<file path="config.mk">
export PLATFORM = sky130hd
export DESIGN_NAME = dllwl_core
export DESIGN_NICKNAME = d
export VERILOG_FILES = /design/src/dllwl_pkg.sv /design/src/dllwl_core.sv
export SDC_FILE = /design/constraint.sdc
export NUM_CORES = 1
export LEC_CHECK = 0
export BUFFER_PORTS_ARGS = -buffer_cell sky130_fd_sc_hd__buf_2
export CORE_MARGIN = 5
export CORE_UTILIZATION = 45
export CTS_BUF_LIST = sky130_fd_sc_hd__clkbuf_4
export DETAILED_ROUTE_END_ITERATION = 7
export PLACE_DENSITY = 0.7
export SETUP_SLACK_MARGIN = 0.02
export SLEW_MARGIN = 0
export SYNTH_ARGS = -nofsm -noshare
export SYNTH_HDL_FRONTEND = slang
export SYNTH_SLANG_ARGS = --single-unit
</file>
<file path="constraint.sdc">
create_clock -name CLK_SYS -period 3.6 [get_ports CLK_SYS]
set_input_delay 0.36 -clock CLK_SYS [delete_from_list [all_inputs] [get_ports CLK_SYS]]
set_output_delay 0.36 -clock CLK_SYS [all_outputs]
set_load 0.1 [all_outputs]
</file>
<file path="src/dllwl_pkg.sv">
/*
 * Package for the DRAM DLL mode and write leveling block: command codes,
 * mode register bit positions, latency values and packed pin groups.
 * Assumes a single system clock domain; pins arrive asynchronously.
 */
// Functional notes
// - no-operation registers nothing, ongoing work continues
// - deselect ignores command inputs, work completes
// - register one bit A0 set disables DLL
// - DLL-off supports read/write latency six only
// - DLL-off read strobe starts one clock earlier
// - device ignores clock after clock-stop entry delay
// - register one bit A7 enters write leveling
// - register one bit A12 disables data outputs
// - leveling ODT switches only strobe termination
// - strobe rising edge samples clock onto data
// - each byte lane leveled by its own strobe
// - feedback on lane bit zero, others driven low
package dllwl_pkg;
    localparam int DQ_W = 16;
    localparam int ADDR_W = 14;
    localparam int LANE_W = 8;
    localparam logic [2:0] CMD_MRS = 3'h0;
    localparam logic [2:0] CMD_REF = 3'h1;
    localparam logic [2:0] CMD_RD = 3'h5;
    localparam logic [2:0] CMD_NO_OP = 3'h7;
    localparam logic [2:0] BA_MODE_ZERO = 3'h0;
    localparam logic [2:0] BA_MODE_ONE = 3'h1;
    localparam int MODE1_DLL_OFF_BIT = 0;
    localparam int MODE1_LEVEL_BIT = 7;
    localparam int MODE1_QOFF_BIT = 12;
    localparam int MODE0_DLL_RESET_BIT = 8;
    localparam logic [3:0] DLL_OFF_CL = 4'h6;
    localparam logic [3:0] DLL_OFF_CWL = 4'h6;
    localparam logic [3:0] AL_RST = 4'h0;
    localparam logic [3:0] CL_RST = 4'h6;
    localparam int CLK_PERIOD_NS = 40;
    localparam int CLK_STOP_NS = 10;
    localparam logic [3:0] CLK_STOP_CYC =
        4'((CLK_STOP_NS + CLK_PERIOD_NS - 1) / CLK_PERIOD_NS);
    typedef struct packed {
        logic cs_n;
        logic ras_n;
        logic cas_n;
        logic we_n;
    } dllwl_cmd_t;
    typedef struct packed {
        logic [2:0] bank;
        logic [ADDR_W-1:0] addr;
    } dllwl_addr_t;
    typedef enum {ST_IDLE, ST_SELF_REF, ST_CLK_DONT_CARE, ST_POWER_DOWN} dllwl_pwr_t;
endpackage

</file>
<file path="src/dllwl_core.sv">
/*
 * DRAM-side DLL mode and write leveling logic: decodes commands sampled on
 * the memory clock rising edges, keeps mode register one state, power state, read
 * strobe start timing and the leveling feedback on the data bits.
 * Assumes the memory clock, strobes, command pins and ODT are asynchronous
 * to CLK_SYS and much slower, so they are synchronised and edge-detected.
 */
`timescale 1ns/1ps
module dllwl_core
(
    input wire logic CLK_SYS,
    input wire logic ARST_N,
    input wire logic MEM_CK,
    input wire logic MEM_CKE,
    input wire dllwl_pkg::dllwl_cmd_t MEM_CMD,
    input wire dllwl_pkg::dllwl_addr_t MEM_ADDR,
    input wire logic MEM_ODT,
    input wire logic MEM_LDQS,
    input wire logic MEM_UDQS,
    output logic [dllwl_pkg::DQ_W-1:0] DQ_OUT,
    output logic [dllwl_pkg::DQ_W-1:0] DQ_OE_N,
    output logic DQS_TERM_ON,
    output logic DQ_TERM_ON,
    output logic DLL_OFF,
    output logic LEVEL_MODE,
    output logic QOFF,
    output logic DLL_RESET,
    output logic [3:0] READ_LAT,
    output logic READ_STROBE_START,
    output logic CLK_IGNORED
);
    import dllwl_pkg::*;

    // two-stage synchronisers; stage one is read only by stage two
    logic [8:0] s1_r;
    logic [8:0] s2_r;
    logic [ADDR_W+2:0] a1_r;
    logic [ADDR_W+2:0] a2_r;
    logic ck_d_r;
    logic ldqs_d_r;
    logic udqs_d_r;
    logic ck_s;
    logic cke_s;
    logic odt_s;
    logic ldqs_s;
    logic udqs_s;
    dllwl_cmd_t cmd_s;
    dllwl_addr_t addr_s;
    logic ck_rise;
    logic [2:0] cmd_code;
    logic cmd_valid;
    dllwl_pwr_t pwr_r;
    logic [3:0] stop_cnt_r;
    logic [3:0] al_r;
    logic [3:0] cl_r;
    logic [3:0] rd_cnt_r;
    logic rd_busy_r;
    logic [1:0] fb_r;
    logic sampled_r;

    function automatic logic [2:0] decode_cmd(input dllwl_cmd_t c);
        decode_cmd = {c.ras_n, c.cas_n, c.we_n};
    endfunction

    function automatic logic [3:0] read_start(input logic [3:0] al, input logic [3:0] cl,
                                               input logic off);
        read_start = off ? 4'(al + cl - 4'h1) : 4'(al + cl);
    endfunction

    always_ff @(posedge CLK_SYS or negedge ARST_N)
    begin
        if (!ARST_N)
        begin
            s1_r <= '0;
            s2_r <= '0;
            a1_r <= '0;
            a2_r <= '0;
        end
        else
        begin
            s1_r <= {MEM_CK, MEM_CKE, MEM_ODT, MEM_LDQS, MEM_UDQS, MEM_CMD};
            s2_r <= s1_r;
            a1_r <= MEM_ADDR;
            a2_r <= a1_r;
        end
    end

    assign ck_s = s2_r[8];
    assign cke_s = s2_r[7];
    assign odt_s = s2_r[6];
    assign ldqs_s = s2_r[5];
    assign udqs_s = s2_r[4];
    assign cmd_s = s2_r[3:0];
    assign addr_s = a2_r;

    always_ff @(posedge CLK_SYS or negedge ARST_N)
    begin
        if (!ARST_N)
        begin
            ck_d_r <= 1'b0;
            ldqs_d_r <= 1'b0;
            udqs_d_r <= 1'b0;
        end
        else
        begin
            ck_d_r <= ck_s;
            ldqs_d_r <= ldqs_s;
            udqs_d_r <= udqs_s;
        end
    end

    // clock edges count only while the device is not ignoring its clock
    assign ck_rise = ck_s && !ck_d_r && (pwr_r != ST_CLK_DONT_CARE);
    assign cmd_code = decode_cmd(cmd_s);
    // deselect and no-operation register nothing; commands need CKE high
    assign cmd_valid = ck_rise && !cmd_s.cs_n && (cmd_code != CMD_NO_OP)
                       && cke_s && (pwr_r == ST_IDLE);

    // power state tracking for self-refresh and precharge power-down
    always_ff @(posedge CLK_SYS or negedge ARST_N)
    begin
        if (!ARST_N)
        begin
            pwr_r <= ST_IDLE;
            stop_cnt_r <= '0;
        end
        else
        begin
            case (pwr_r)
                ST_IDLE:
                begin
                    stop_cnt_r <= '0;
                    if (ck_rise && !cke_s)
                    begin
                        if (!cmd_s.cs_n && cmd_code == CMD_REF && !LEVEL_MODE)
                            pwr_r <= ST_SELF_REF;
                        else
                            pwr_r <= ST_POWER_DOWN;
                    end
                end
                ST_SELF_REF:
                begin
                    if (cke_s)
                        pwr_r <= ST_IDLE;
                    else if (ck_rise)
                    begin
                        if (stop_cnt_r >= CLK_STOP_CYC - 4'h1)
                            pwr_r <= ST_CLK_DONT_CARE;
                        else
                            stop_cnt_r <= stop_cnt_r + 4'h1;
                    end
                end
                ST_CLK_DONT_CARE:
                begin
                    // self-refresh exit is asynchronous to the clock
                    if (cke_s)
                        pwr_r <= ST_IDLE;
                end
                ST_POWER_DOWN:
                begin
                    if (ck_rise && cke_s)
                        pwr_r <= ST_IDLE;
                end
                default:
                    pwr_r <= ST_IDLE;
            endcase
        end
    end

    // mode register one and zero state
    always_ff @(posedge CLK_SYS or negedge ARST_N)
    begin
        if (!ARST_N)
        begin
            DLL_OFF <= 1'b0;
            LEVEL_MODE <= 1'b0;
            QOFF <= 1'b0;
            DLL_RESET <= 1'b0;
            al_r <= AL_RST;
            cl_r <= CL_RST;
        end
        else
        begin
            DLL_RESET <= 1'b0;
            if (cmd_valid && cmd_code == CMD_MRS)
            begin
                if (addr_s.bank == BA_MODE_ONE)
                begin
                    DLL_OFF <= addr_s.addr[MODE1_DLL_OFF_BIT];
                    LEVEL_MODE <= addr_s.addr[MODE1_LEVEL_BIT];
                    QOFF <= addr_s.addr[MODE1_QOFF_BIT];
                    al_r <= {2'h0, addr_s.addr[4:3]};
                end
                else if (addr_s.bank == BA_MODE_ZERO)
                begin
                    DLL_RESET <= addr_s.addr[MODE0_DLL_RESET_BIT];
                    cl_r <= 4'(addr_s.addr[6:4] + 3'h4);
                end
            end
        end
    end

    // DLL-off supports only one latency pair; CL is forced to six, AL still added
    always_ff @(posedge CLK_SYS or negedge ARST_N)
    begin
        if (!ARST_N)
            READ_LAT <= 4'(AL_RST + CL_RST);
        else
            READ_LAT <= read_start(al_r, DLL_OFF ? DLL_OFF_CL : cl_r, DLL_OFF);
    end

    // read strobe start counter in memory clock cycles
    always_ff @(posedge CLK_SYS or negedge ARST_N)
    begin
        if (!ARST_N)
        begin
            rd_busy_r <= 1'b0;
            rd_cnt_r <= '0;
            READ_STROBE_START <= 1'b0;
        end
        else
        begin
            READ_STROBE_START <= 1'b0;
            if (cmd_valid && cmd_code == CMD_RD && !LEVEL_MODE)
            begin
                rd_busy_r <= 1'b1;
                rd_cnt_r <= 4'h1;
            end
            else if (rd_busy_r && ck_rise)
            begin
                if (rd_cnt_r == READ_LAT)
                begin
                    rd_busy_r <= 1'b0;
                    READ_STROBE_START <= 1'b1;
                end
                else
                    rd_cnt_r <= rd_cnt_r + 4'h1;
            end
        end
    end

    // termination: in leveling ODT only switches strobe termination
    always_ff @(posedge CLK_SYS or negedge ARST_N)
    begin
        if (!ARST_N)
        begin
            DQS_TERM_ON <= 1'b0;
            DQ_TERM_ON <= 1'b0;
        end
        else
        begin
            DQS_TERM_ON <= odt_s && (pwr_r == ST_IDLE);
            DQ_TERM_ON <= odt_s && !LEVEL_MODE && (pwr_r == ST_IDLE);
        end
    end

    // leveling feedback: each strobe rising edge samples the clock level
    always_ff @(posedge CLK_SYS or negedge ARST_N)
    begin
        if (!ARST_N)
        begin
            fb_r <= '0;
            sampled_r <= 1'b0;
        end
        else if (!LEVEL_MODE)
            sampled_r <= 1'b0;
        else
        begin
            if (ldqs_s && !ldqs_d_r)
            begin
                fb_r[0] <= ck_s;
                sampled_r <= 1'b1;
            end
            if (udqs_s && !udqs_d_r)
            begin
                fb_r[1] <= ck_s;
                sampled_r <= 1'b1;
            end
        end
    end

    // data pins: prime bit per lane carries feedback, rest driven low
    always_ff @(posedge CLK_SYS or negedge ARST_N)
    begin
        if (!ARST_N)
        begin
            DQ_OUT <= '0;
            DQ_OE_N <= '1;
        end
        else if (LEVEL_MODE && !QOFF && sampled_r)
        begin
            DQ_OUT <= '0;
            DQ_OUT[0] <= fb_r[0];
            DQ_OUT[LANE_W] <= fb_r[1];
            DQ_OE_N <= '0;
        end
        else
        begin
            DQ_OUT <= '0;
            DQ_OE_N <= '1;
        end
    end

    always_ff @(posedge CLK_SYS or negedge ARST_N)
    begin
        if (!ARST_N)
            CLK_IGNORED <= 1'b0;
        else
            CLK_IGNORED <= (pwr_r == ST_CLK_DONT_CARE);
    end
endmodule

</file>
=== After elaboration in Yosys (flattened, before gate mapping) ===
Index checks and enable logic that the tools add are counted.

* ROM bits: 0
* Bits in writable memories: 0
* Memories: 0
* Bits in registers: 149
* Output and inout port bits: 44
* Latch bits: 0

* Multiply operators: 0
* Bitwise logic cells: 1
* Shifts and indexed selects: 0
* Magnitude comparators: 1
* Equal/unequal tests: 20
* Add/subtract/negate cells: 5
* Reductions and logical operators: 43
* Muxes and demuxes: 31
* Divide/modulo/power cells: 0

{| class="wikitable"
|+ Operator list
! operator !! count
|-
| 32-bit two-way mux || 6
|-
| 32-bit one-hot mux with 4 select lines || 1
|-
| 32-bit by 2-bit == test with 1-bit output (second input constant) || 2
|-
| 32-bit logical NOT || 2
|-
| 32-bit by 1-bit == test with 1-bit output (second input constant) || 1
|-
| 32-bit by 3-bit == test with 1-bit output (second input constant) || 1
|-
| 4-bit two-way mux || 8
|-
| 32-bit by 3-bit != test with 1-bit output (second input constant) || 1
|-
| 1-bit logical AND || 21
|-
| 16-bit two-way mux || 1
|-
| 2-bit != test (second input constant) || 7
|-
| 1-bit two-way mux || 12
|-
| 2-bit AND reduction || 5
|-
| 9-bit two-way mux || 1
|-
| 3-bit != test (second input constant) || 3
|-
| 4-bit by 1-bit adder with 4-bit output (second input constant) || 2
|-
| 4-bit one-hot mux with 2 select lines || 1
|-
| 1-bit logical NOT || 7
|-
| 3-bit by 1-bit == test with 1-bit output (second input constant) || 2
|-
| 3-bit logical NOT || 2
|-
| 2-bit nonzero test || 3
|-
| 5-bit AND reduction || 1
|-
| 2-bit by 4-bit adder with 4-bit output || 1
|-
| 3-bit by 3-bit adder with 4-bit output (second input constant) || 1
|-
| other kinds (9) || 9
|}

=== Longest topological paths before layout ===
Gate-level depths: netlist (run 1).

* Depth in word-level cells: 11
* Mapped depth: 8
* Gate-level depth less buffers: 7

=== Worst setup path before layout (run 1) ===
Ideal clock, no wire load.

* Path type: reg-to-reg
* Start point: register DLL_OFF
* End point: register READ_LAT[2]
* Period minus slack after synthesis: 2.623 ns
* Library setup time: 0.075 ns
* Path buffers: 1
* Data arrival time: 2.548 ns
* Stages on the path, launching flop included: 9
* Slack: 0.977 ns
* Required time: 3.525 ns
* Path through: dfrtp_1 clkbuf_1 nor2b_1 ha_1 fa_1 inv_1 ha_1 a21oi_1 xor2_1

* Word-level cells in the longest chain between the ends: 4

{| class="wikitable"
|+ Ends and longest elaborated chain
! what !! RTL line !! RTL
|-
| start, declared || dllwl_core.sv:24 || <nowiki>output logic DLL_OFF,</nowiki>
|-
| start signal, assigned || dllwl_core.sv:189 || <nowiki>DLL_OFF <= addr_s.addr[MODE1_DLL_OFF_BIT];</nowiki>
|-
| 4-bit two-way mux || dllwl_core.sv:209 || <nowiki>READ_LAT <= read_start(al_r, DLL_OFF ? DLL_OFF_CL : cl_r, DLL_OFF);</nowiki>
|-
| 2-bit by 4-bit adder with 4-bit output || dllwl_core.sv:67 || <nowiki>read_start = off ? 4'(al + cl - 4'h1) : 4'(al + cl);</nowiki>
|-
| 4-bit by 1-bit subtractor with 4-bit output || dllwl_core.sv:67 ||
|-
| 4-bit two-way mux * || dllwl_core.sv:67 ||
|-
| end signal, assigned || dllwl_core.sv:207 || <nowiki>READ_LAT <= 4'(AL_RST + CL_RST);</nowiki>
|-
| end signal, assigned || dllwl_core.sv:209 ||
|-
| end, declared || dllwl_core.sv:28 || <nowiki>output logic [3:0] READ_LAT,</nowiki>
|}

Every way passes the cells marked *; elsewhere a longest branch is shown, timed or not.
A chain may end at the register's enable or synchronous reset.

=== Final worst setup path (run 1) ===
Same ends and word-level chain as after synthesis.

==> results.json, run 1 <==
{
  "grt_max_degree": 75,
  "critPathMaxFanout": 11,
  "cts_buffers": 9,
  "synth-warning-count": 0,
  "routedWlPerCell_um": 12.0,
  "insertion_delay_ns": 0.41,
  "synth-main-ff-cell": "dfrtp_1",
  "cts-root-buf": "clkbuf_4",
  "overflow": 0,
  "worstHoldPathType": "primary input to flop",
  "hpwlAfterDp_mm": 2.81,
  "start_util_pct": 46.4,
  "grt_pass1_vias": 1377,
  "dr.max_layer_used": "met4",
  "cts_tree": "built",
  "final_layout_size_suffix_gt1_share_pct": 34.4,
  "maxSlewHeadroom_pct": 42.7,
  "power.density_nw_per_um2": 519,
  "synth_edf_count": 0,
  "hold_buffers": 0,
  "wl_met2_mm": 1.88,
  "fin_nets": 281,
  "worst_hold_startpoint": "MEM_ADDR[8]",
  "status": "completed",
  "grtUsageTotal_pct": 11.0,
  "fillers": 528,
  "tightest_slew_ns": 0.859,
  "yosys_register_bits": 74,
  "dieArea_um2": 7810,
  "worstSetupStartpointType": "flop",
  "syn_inst": 202,
  "cts.clk_slew.worst_paths_ns": 0.11,
  "syn_to_final_growth_pct": 11.9,
  "die_h_um": 88.4,
  "wl_mm": 3.92,
  "fin_util_pct": 51.9,
  "syn_area_um2": 2760,
  "timing.rr.start": "DLL_OFF",
  "clock-sinks": 74,
  "rsz0062_at_grt": "no",
  "finalMaxSlewViolations": 0,
  "cp.required_ns": 3.92,
  "cp.arrival_ns": 2.44,
  "finalHoldViolCount": 0,
  "cts_resized": 0,
  "grt_pass1_wl_mm": 6.33,
  "skew_ns": 0.0154,
  "cts_max_path_buffers": 2,
  "drv_cap": 0,
  "die_w_um": 88.4,
  "core_area_um2": 5960,
  "period_needed_ns": 2.12,
  "peakVddDrop_mv": 0.286,
  "crit_start": "DLL_OFF",
  "yosysSeqAreaShare_pct": 67.3,
  "drc": 0,
  "p_leak_nw": 1.53,
  "path_class": "flop to flop",
  "period_share_pct": 58.9,
  "htreeDepth": 3,
  "antenna_found_initial": 0,
  "syn_avg_cell_area_um2": 13.7,
  "drtIter0Drc": 59,
  "holdWs_ns": 0.0464,
  "post_cts_buffers": 0,
  "fin_tns_setup_ns": 0,
  "power.total_mw": 1.60,
  "antenna_left": 0,
  "portBuffers": 51,
  "setup_viol": 0,
  "vias": 1493,
  "synth.distinct_cells": 40,
  "place.gp.congestion": 0.715,
  "io_pins": 72,
  "met3_length_um": 402,
  "worstSetupEndpointType": "flop",
  "num_antenna_cells": 0,
  "first_pass_iters": 4,
  "ys_async_sr_fraction_pct": 100,
  "met1_length_mm": 1.57,
  "vias_per_cell": 4.55,
  "row_count": 28,
  "fmax_mhz": 472
}
Yosys cell counts, types with 2 or more instances:
master | count | area [um^2]
nand3_1 | 4 | 20.0
mux2_2 | 10 | 113
nand4_1 | 2 | 12.5
inv_1 | 7 | 26.3
dfrtp_1 | 69 | 1730
or4_1 | 2 | 15.0
and2_1 | 4 | 25.0
nor2_1 | 8 | 30.0
o211ai_1 | 2 | 15.0
nand2_1 | 9 | 33.8
ha_1 | 4 | 50.1
nor2b_1 | 6 | 37.5
a21oi_1 | 5 | 25.0
dfstp_2 | 5 | 131
buf_4 | 29 | 218
nor3_1 | 2 | 10.0
clkbuf_1 | 2 | 7.51
o21ai_0 | 4 | 20.0
xor2_1 | 2 | 17.5
xnor2_1 | 5 | 43.8
o31ai_1 | 2 | 15.0
worst max-delay path, stage by stage, from the launching register on:
cell and delay (ns):
dfrtp_1 0.51, or2_2 0.37, fa_1 0.54, inv_1 0.06
ha_1 0.19, a21oi_1 0.20, xor2_1 0.19
kinds of logic after synthesis:
| logic type | after synthesis | share of synthesized area [%] |
|---|---|---|
| DFF | 74 | 67.3 |
| and+or+nand+nor | 49 | 10.2 |
| adders and majority gates | 5 | 2.54 |
| AOI/OAI and AO/OA | 16 | 3.67 |
| xor gates and xnor gates | 7 | 2.22 |
| buffers and inverters | 39 | 9.51 |
| other | 1 | 0.136 |
| muxes | 11 | 4.44 |
per-stage QoR:
| step | cell area [um^2] | setup WS [ns] | cells |
|---|---|---|---|
| after detailed placement | 2930 | 1.48 | 310 |
| after CTS | 3070 | 1.45 | 326 |
| after global placement | 2930 | 1.61 | 310 |
| final | 3090 | 1.48 | 328 |
| after floorplan | 2810 | 0.977 | 215 |
| after global routing | 3090 | 1.35 | 328 |
state kept, by name, indices dropped and copies added, names as in the netlist, 2 cells and up:
signal	count
DQ_OUT	2
fb_r	2
cl_r	4
READ_LAT	4
al_r	2
pwr_r	2
rd_cnt_r	4
a2_r	11
s1_r	9
s2_r	9
a1_r	11
report_power, final:
part	internal, mW	switching, mW	leakage, nW
registers	0.873	0.0223	0.909
clock network	0.226	0.264	0.0768
logic	0.0459	0.172	0.544
total	1.15	0.459	1.53
layout by cell type, fill, tap and decap left out, types with 2 or more instances in the layout:
cell type / n
o31ai_1: 2
xor2_1: 2
buf_2: 51
and2_1: 4
ha_1: 4
o21ai_0: 4
or4_1: 2
clkbuf_4: 11
o211ai_1: 2
inv_1: 7
dfrtp_1: 69
nor2_1: 8
nand2_1: 9
nand3_1: 4
xnor2_1: 5
nor3_1: 2
nor2b_1: 6
a21oi_1: 5
mux2_2: 10
dlygate4sd3_1: 2
clkinv_2: 2
conb_1: 14
dfstp_2: 5
nand4_1: 2
final cells by class:
type	instances	area, um^2	share of cell area (%)
multi-input cells	102	691	22.3
repair buffers	54	283	9.15
clock inverters	5	56.3	1.82
well taps	75	93.8	3.04
clock buffers	11	82.6	2.67
inverters	7	26.3	0.850
flip-flops and latches	74	1860	60.1
metal layers:
layer  GRT usage, %  up-vias
li1               -      725
met1           13.1      693
met2           17.0       66
met3           5.21        9
met4           5.36        0
met5              0        -
path summary, 6_finish.rpt:
path                               endpoint  cells past startpoint  slack (ns)
min in group asynchronous           a2_r[6]                      2        0.14
worst max register to register  READ_LAT[2]                      6        1.48
max in group asynchronous        LEVEL_MODE                      2        2.90
worst min register to register      s2_r[5]                      0        0.36
worst min-delay path                a1_r[8]                      1        0.05
worst max-delay path            READ_LAT[2]                      6        1.48
Power figures use the tool's default switching activity.
==> run 2, diff against run 1 <==
Settings changed: ABC_AREA from default to 1, PLACE_DENSITY 0.7 to 0.72.
Clock period 3.6 ns to 1.7 ns, I/O delays scaled along.
==> run 2 against run 1 <==
The flow now finishes with violations (negative setup slack). Core utilization increased by 5.2 points. Area after synthesis increased by 3.4%. Worst hold slack improved by 0.29 ns. Largest cell class unchanged.
==> results.json, run 2 <==
{
  "drc": 0,
  "io_pins": 72,
  "violations": "negative setup slack",
  "core_area_um2": 6280,
  "peakVddDrop_mv": 0.601,
  "p_switching_mw": 1.23,
  "cts.clk_slew.worst_paths_ns": 0.10,
  "power.density_nw_per_um2": 1050,
  "synth.distinct_cells": 32,
  "dp.cells": 367,
  "syn_avg_cell_area_um2": 11.2,
  "cts_buffers": 9,
  "slowest_stage": "fa_1",
  "cp.depth": 8,
  "finalNonFillerCells": 406,
  "crit_chain": "or2_4 -> fa_1 -> inv_2 -> ha_4 -> nand2_2 -> nand2_2 -> xor2_1 -> inv_1",
  "final_common_cell": "dfrtp_1",
  "critPathMaxFanout": 3,
  "row_count": 29,
  "yosys_register_bits": 74,
  "fin_util_pct": 57.1,
  "p_sw_share_pct": 32.6,
  "worstSetupStartpointType": "flop",
  "fin_nets": 358,
  "grt_use_met1_pct": 12.4,
  "largestRegisters": "a1_r x11, a2_r x11",
  "yosysSeqAreaShare_pct": 65.0,
  "ys_async_sr_fraction_pct": 100,
  "fmax_mhz": 547,
  "layout_setup_ws_ns": -0.128,
  "yosys.area.top_type": "dfrtp_1",
  "synth-warning-count": 0,
  "p_comb_share_pct": 21.1,
  "synth_top_area_share_pct": 60.4,
  "synthTopCellsByArea": "dfrtp_1 (60%), buf_4 (7.6%), nand2_1 (5.3%), dfstp_2 (4.6%), inv_1 (4.3%)",
  "status": "complete, but fails checks",
  "htreeDepth": 3,
  "critPathBufInv": 2,
  "grt_pass1_vias": 1615,
  "hpwlAfterDp_mm": 2.80,
  "period_share_pct": 108,
  "worstHoldPathType": "primary input to asynchronous set/reset pin",
  "critical_path.top_delay_family": "adder cells",
  "vias": 1712,
  "mostFrequentLayoutCells": "dfrtp_1 (66), nand2_1 (38), buf_2 (35)",
  "insertion_delay_ns": 0.39,
  "cts_tree": "built",
  "syn_to_final_growth_pct": 25.4,
  "synth_edf_count": 0,
  "dieArea_um2": 8040,
  "cts-root-buf": "clkbuf_4",
  "p_leak_nw": 1.79,
  "final_layout_size_suffix_gt1_share_pct": 30.4,
  "cp.required_ns": 2.04,
  "first_pass_iters": 4,
  "placed_area_um2": 3080,
  "drtIter0Drc": 72,
  "syn_inst": 254,
  "antenna_left": 0,
  "finalHoldViolCount": 0,
  "vias_per_cell": 4.22,
  "clock-sinks": 74,
  "overflow": 0,
  "setup_viol": 3,
  "yosysMostFrequentCell": "dfrtp_1",
  "intPower_mw": 2.53,
  "wl_mm": 4.14,
  "period_needed_ns": 1.83,
  "use_met3_pct": 5.38,
  "finalMaxSlewViolations": 0,
  "busiest_layer": "met2",
  "worstSetupEndpointType": "flop",
  "max_stage_delay_ns": 0.52,
  "start_util_pct": 45.5,
  "met2_usage_pct": 19.0,
  "syn_area_um2": 2860,
  "die_w_um": 89.7,
  "skew_ns": 0.00887,
  "routedWlPerCell_um": 10.2,
  "die_h_um": 89.7,
  "crit_top_cell": "nand2_2",
  "worst-r2r-cell-count": 8,
  "synth-main-ff-cell": "dfrtp_1",
  "rsz0062_at_grt": "yes",
  "path_class": "flop to flop",
  "design_area_um2": 3580,
  "place.gp.congestion": 0.793,
  "num_antenna_cells": 0,
  "grt_max_degree": 75,
  "cp.arrival_ns": 2.16,
  "grt_pass1_wl_mm": 6.80,
  "cts_max_path_buffers": 2,
  "clkPwrFrac_pct": 26.5,
  "antenna_found_initial": 0,
  "synth_common_cells": "dfrtp_1 (69), nand2_1 (40), inv_1 (33)",
  "portBuffers": 51,
  "grtUsageTotal_pct": 11.6,
  "drv_cap": 0,
  "p_seq_share_pct": 52.4
}
[run 2: path summary, 6_finish.rpt]
path,from,to,slack (ns)
min,ARST_N,a2_r[12],0.33
max reg2reg,DLL_OFF,READ_LAT[2],-0.13
max,DLL_OFF,READ_LAT[2],-0.13
min in group CLK_SYS,s1_r[3],s2_r[3],0.35
max in group asynchronous,ARST_N,cl_r[2],1.03
min reg2reg,s1_r[3],s2_r[3],0.35
[run 2: per-stage QoR]
step	worst slack (ns)	setup TNS, ns	power (mW)	hold slack, ns
after floorplan	-0.365	-0.921	2.63	-0.126
after global placement	-0.0694	-0.0704	2.74	0.220
after detailed placement	-0.121	-0.183	2.76	0.229
after CTS	-0.129	-0.324	3.82	0.298
after global routing	-0.217	-0.509	3.97	0.322
final	-0.128	-0.255	3.76	0.334
[run 2: final cells by class]
cell class,instances,area [um^2]
clock buffers,11,82.6
clock inverters,4,45.0
fillers,524,2690
inverters,37,140
multi-input cells,126,724
flip-flops and latches,74,1870
well taps,77,96.3
repair buffers,77,627
[run 2: per-layer routing]
layer,part of all wire [%],vias up
met2,50,53
li1,-,887
met3,7.5,2
met4,0.63,0
met5,0,-
met1,42,770
[run 2: cells by family (layout without fill, tap and decap cells)]
logic type      Yosys count  count (layout)  synth area share (%)
compound gates           18              18                  3.42
xor+xnor                  3               3                 0.920
fa+ha+maj                 5               5                  2.45
buf+inv                  67             129                  12.7
flops                    74              74                  65.0
other cells               1              14                 0.131
simple gates             86              86                  15.3
[run 2: power groups by stage]
stage          Sequential [mW]  Combinational (mW)  Clock [mW]
6_report                  1.97               0.794       0.996
5_1_grt                   1.99               0.857        1.12
4_1_cts                   1.97               0.793        1.05
3_5_place_dp              2.01               0.755           0
3_3_place_gp              2.01               0.736           0
2_1_floorplan             2.24               0.388           0
[run 2: worst register-to-register path, delay by kind of cell, from the launching register on]
| kind | cells | cell delay, ns |
|---|---|---|
| buf+inv | 2 | 0.11 |
| flops | 1 | 0.51 |
| simple gates | 3 | 0.34 |
| xor+xnor | 1 | 0.15 |
| fa+ha+maj | 2 | 0.67 |
[run 2: what timing repair did]
item | in CTS | in global routing
setup buffers | 1 | 2
pin swaps | 1 | 0
setup endpoints to repair | 19 | 20
gates resized for setup | 17 | 26
hold buffers | 21 | 0
hold endpoints to repair | 89 | 0
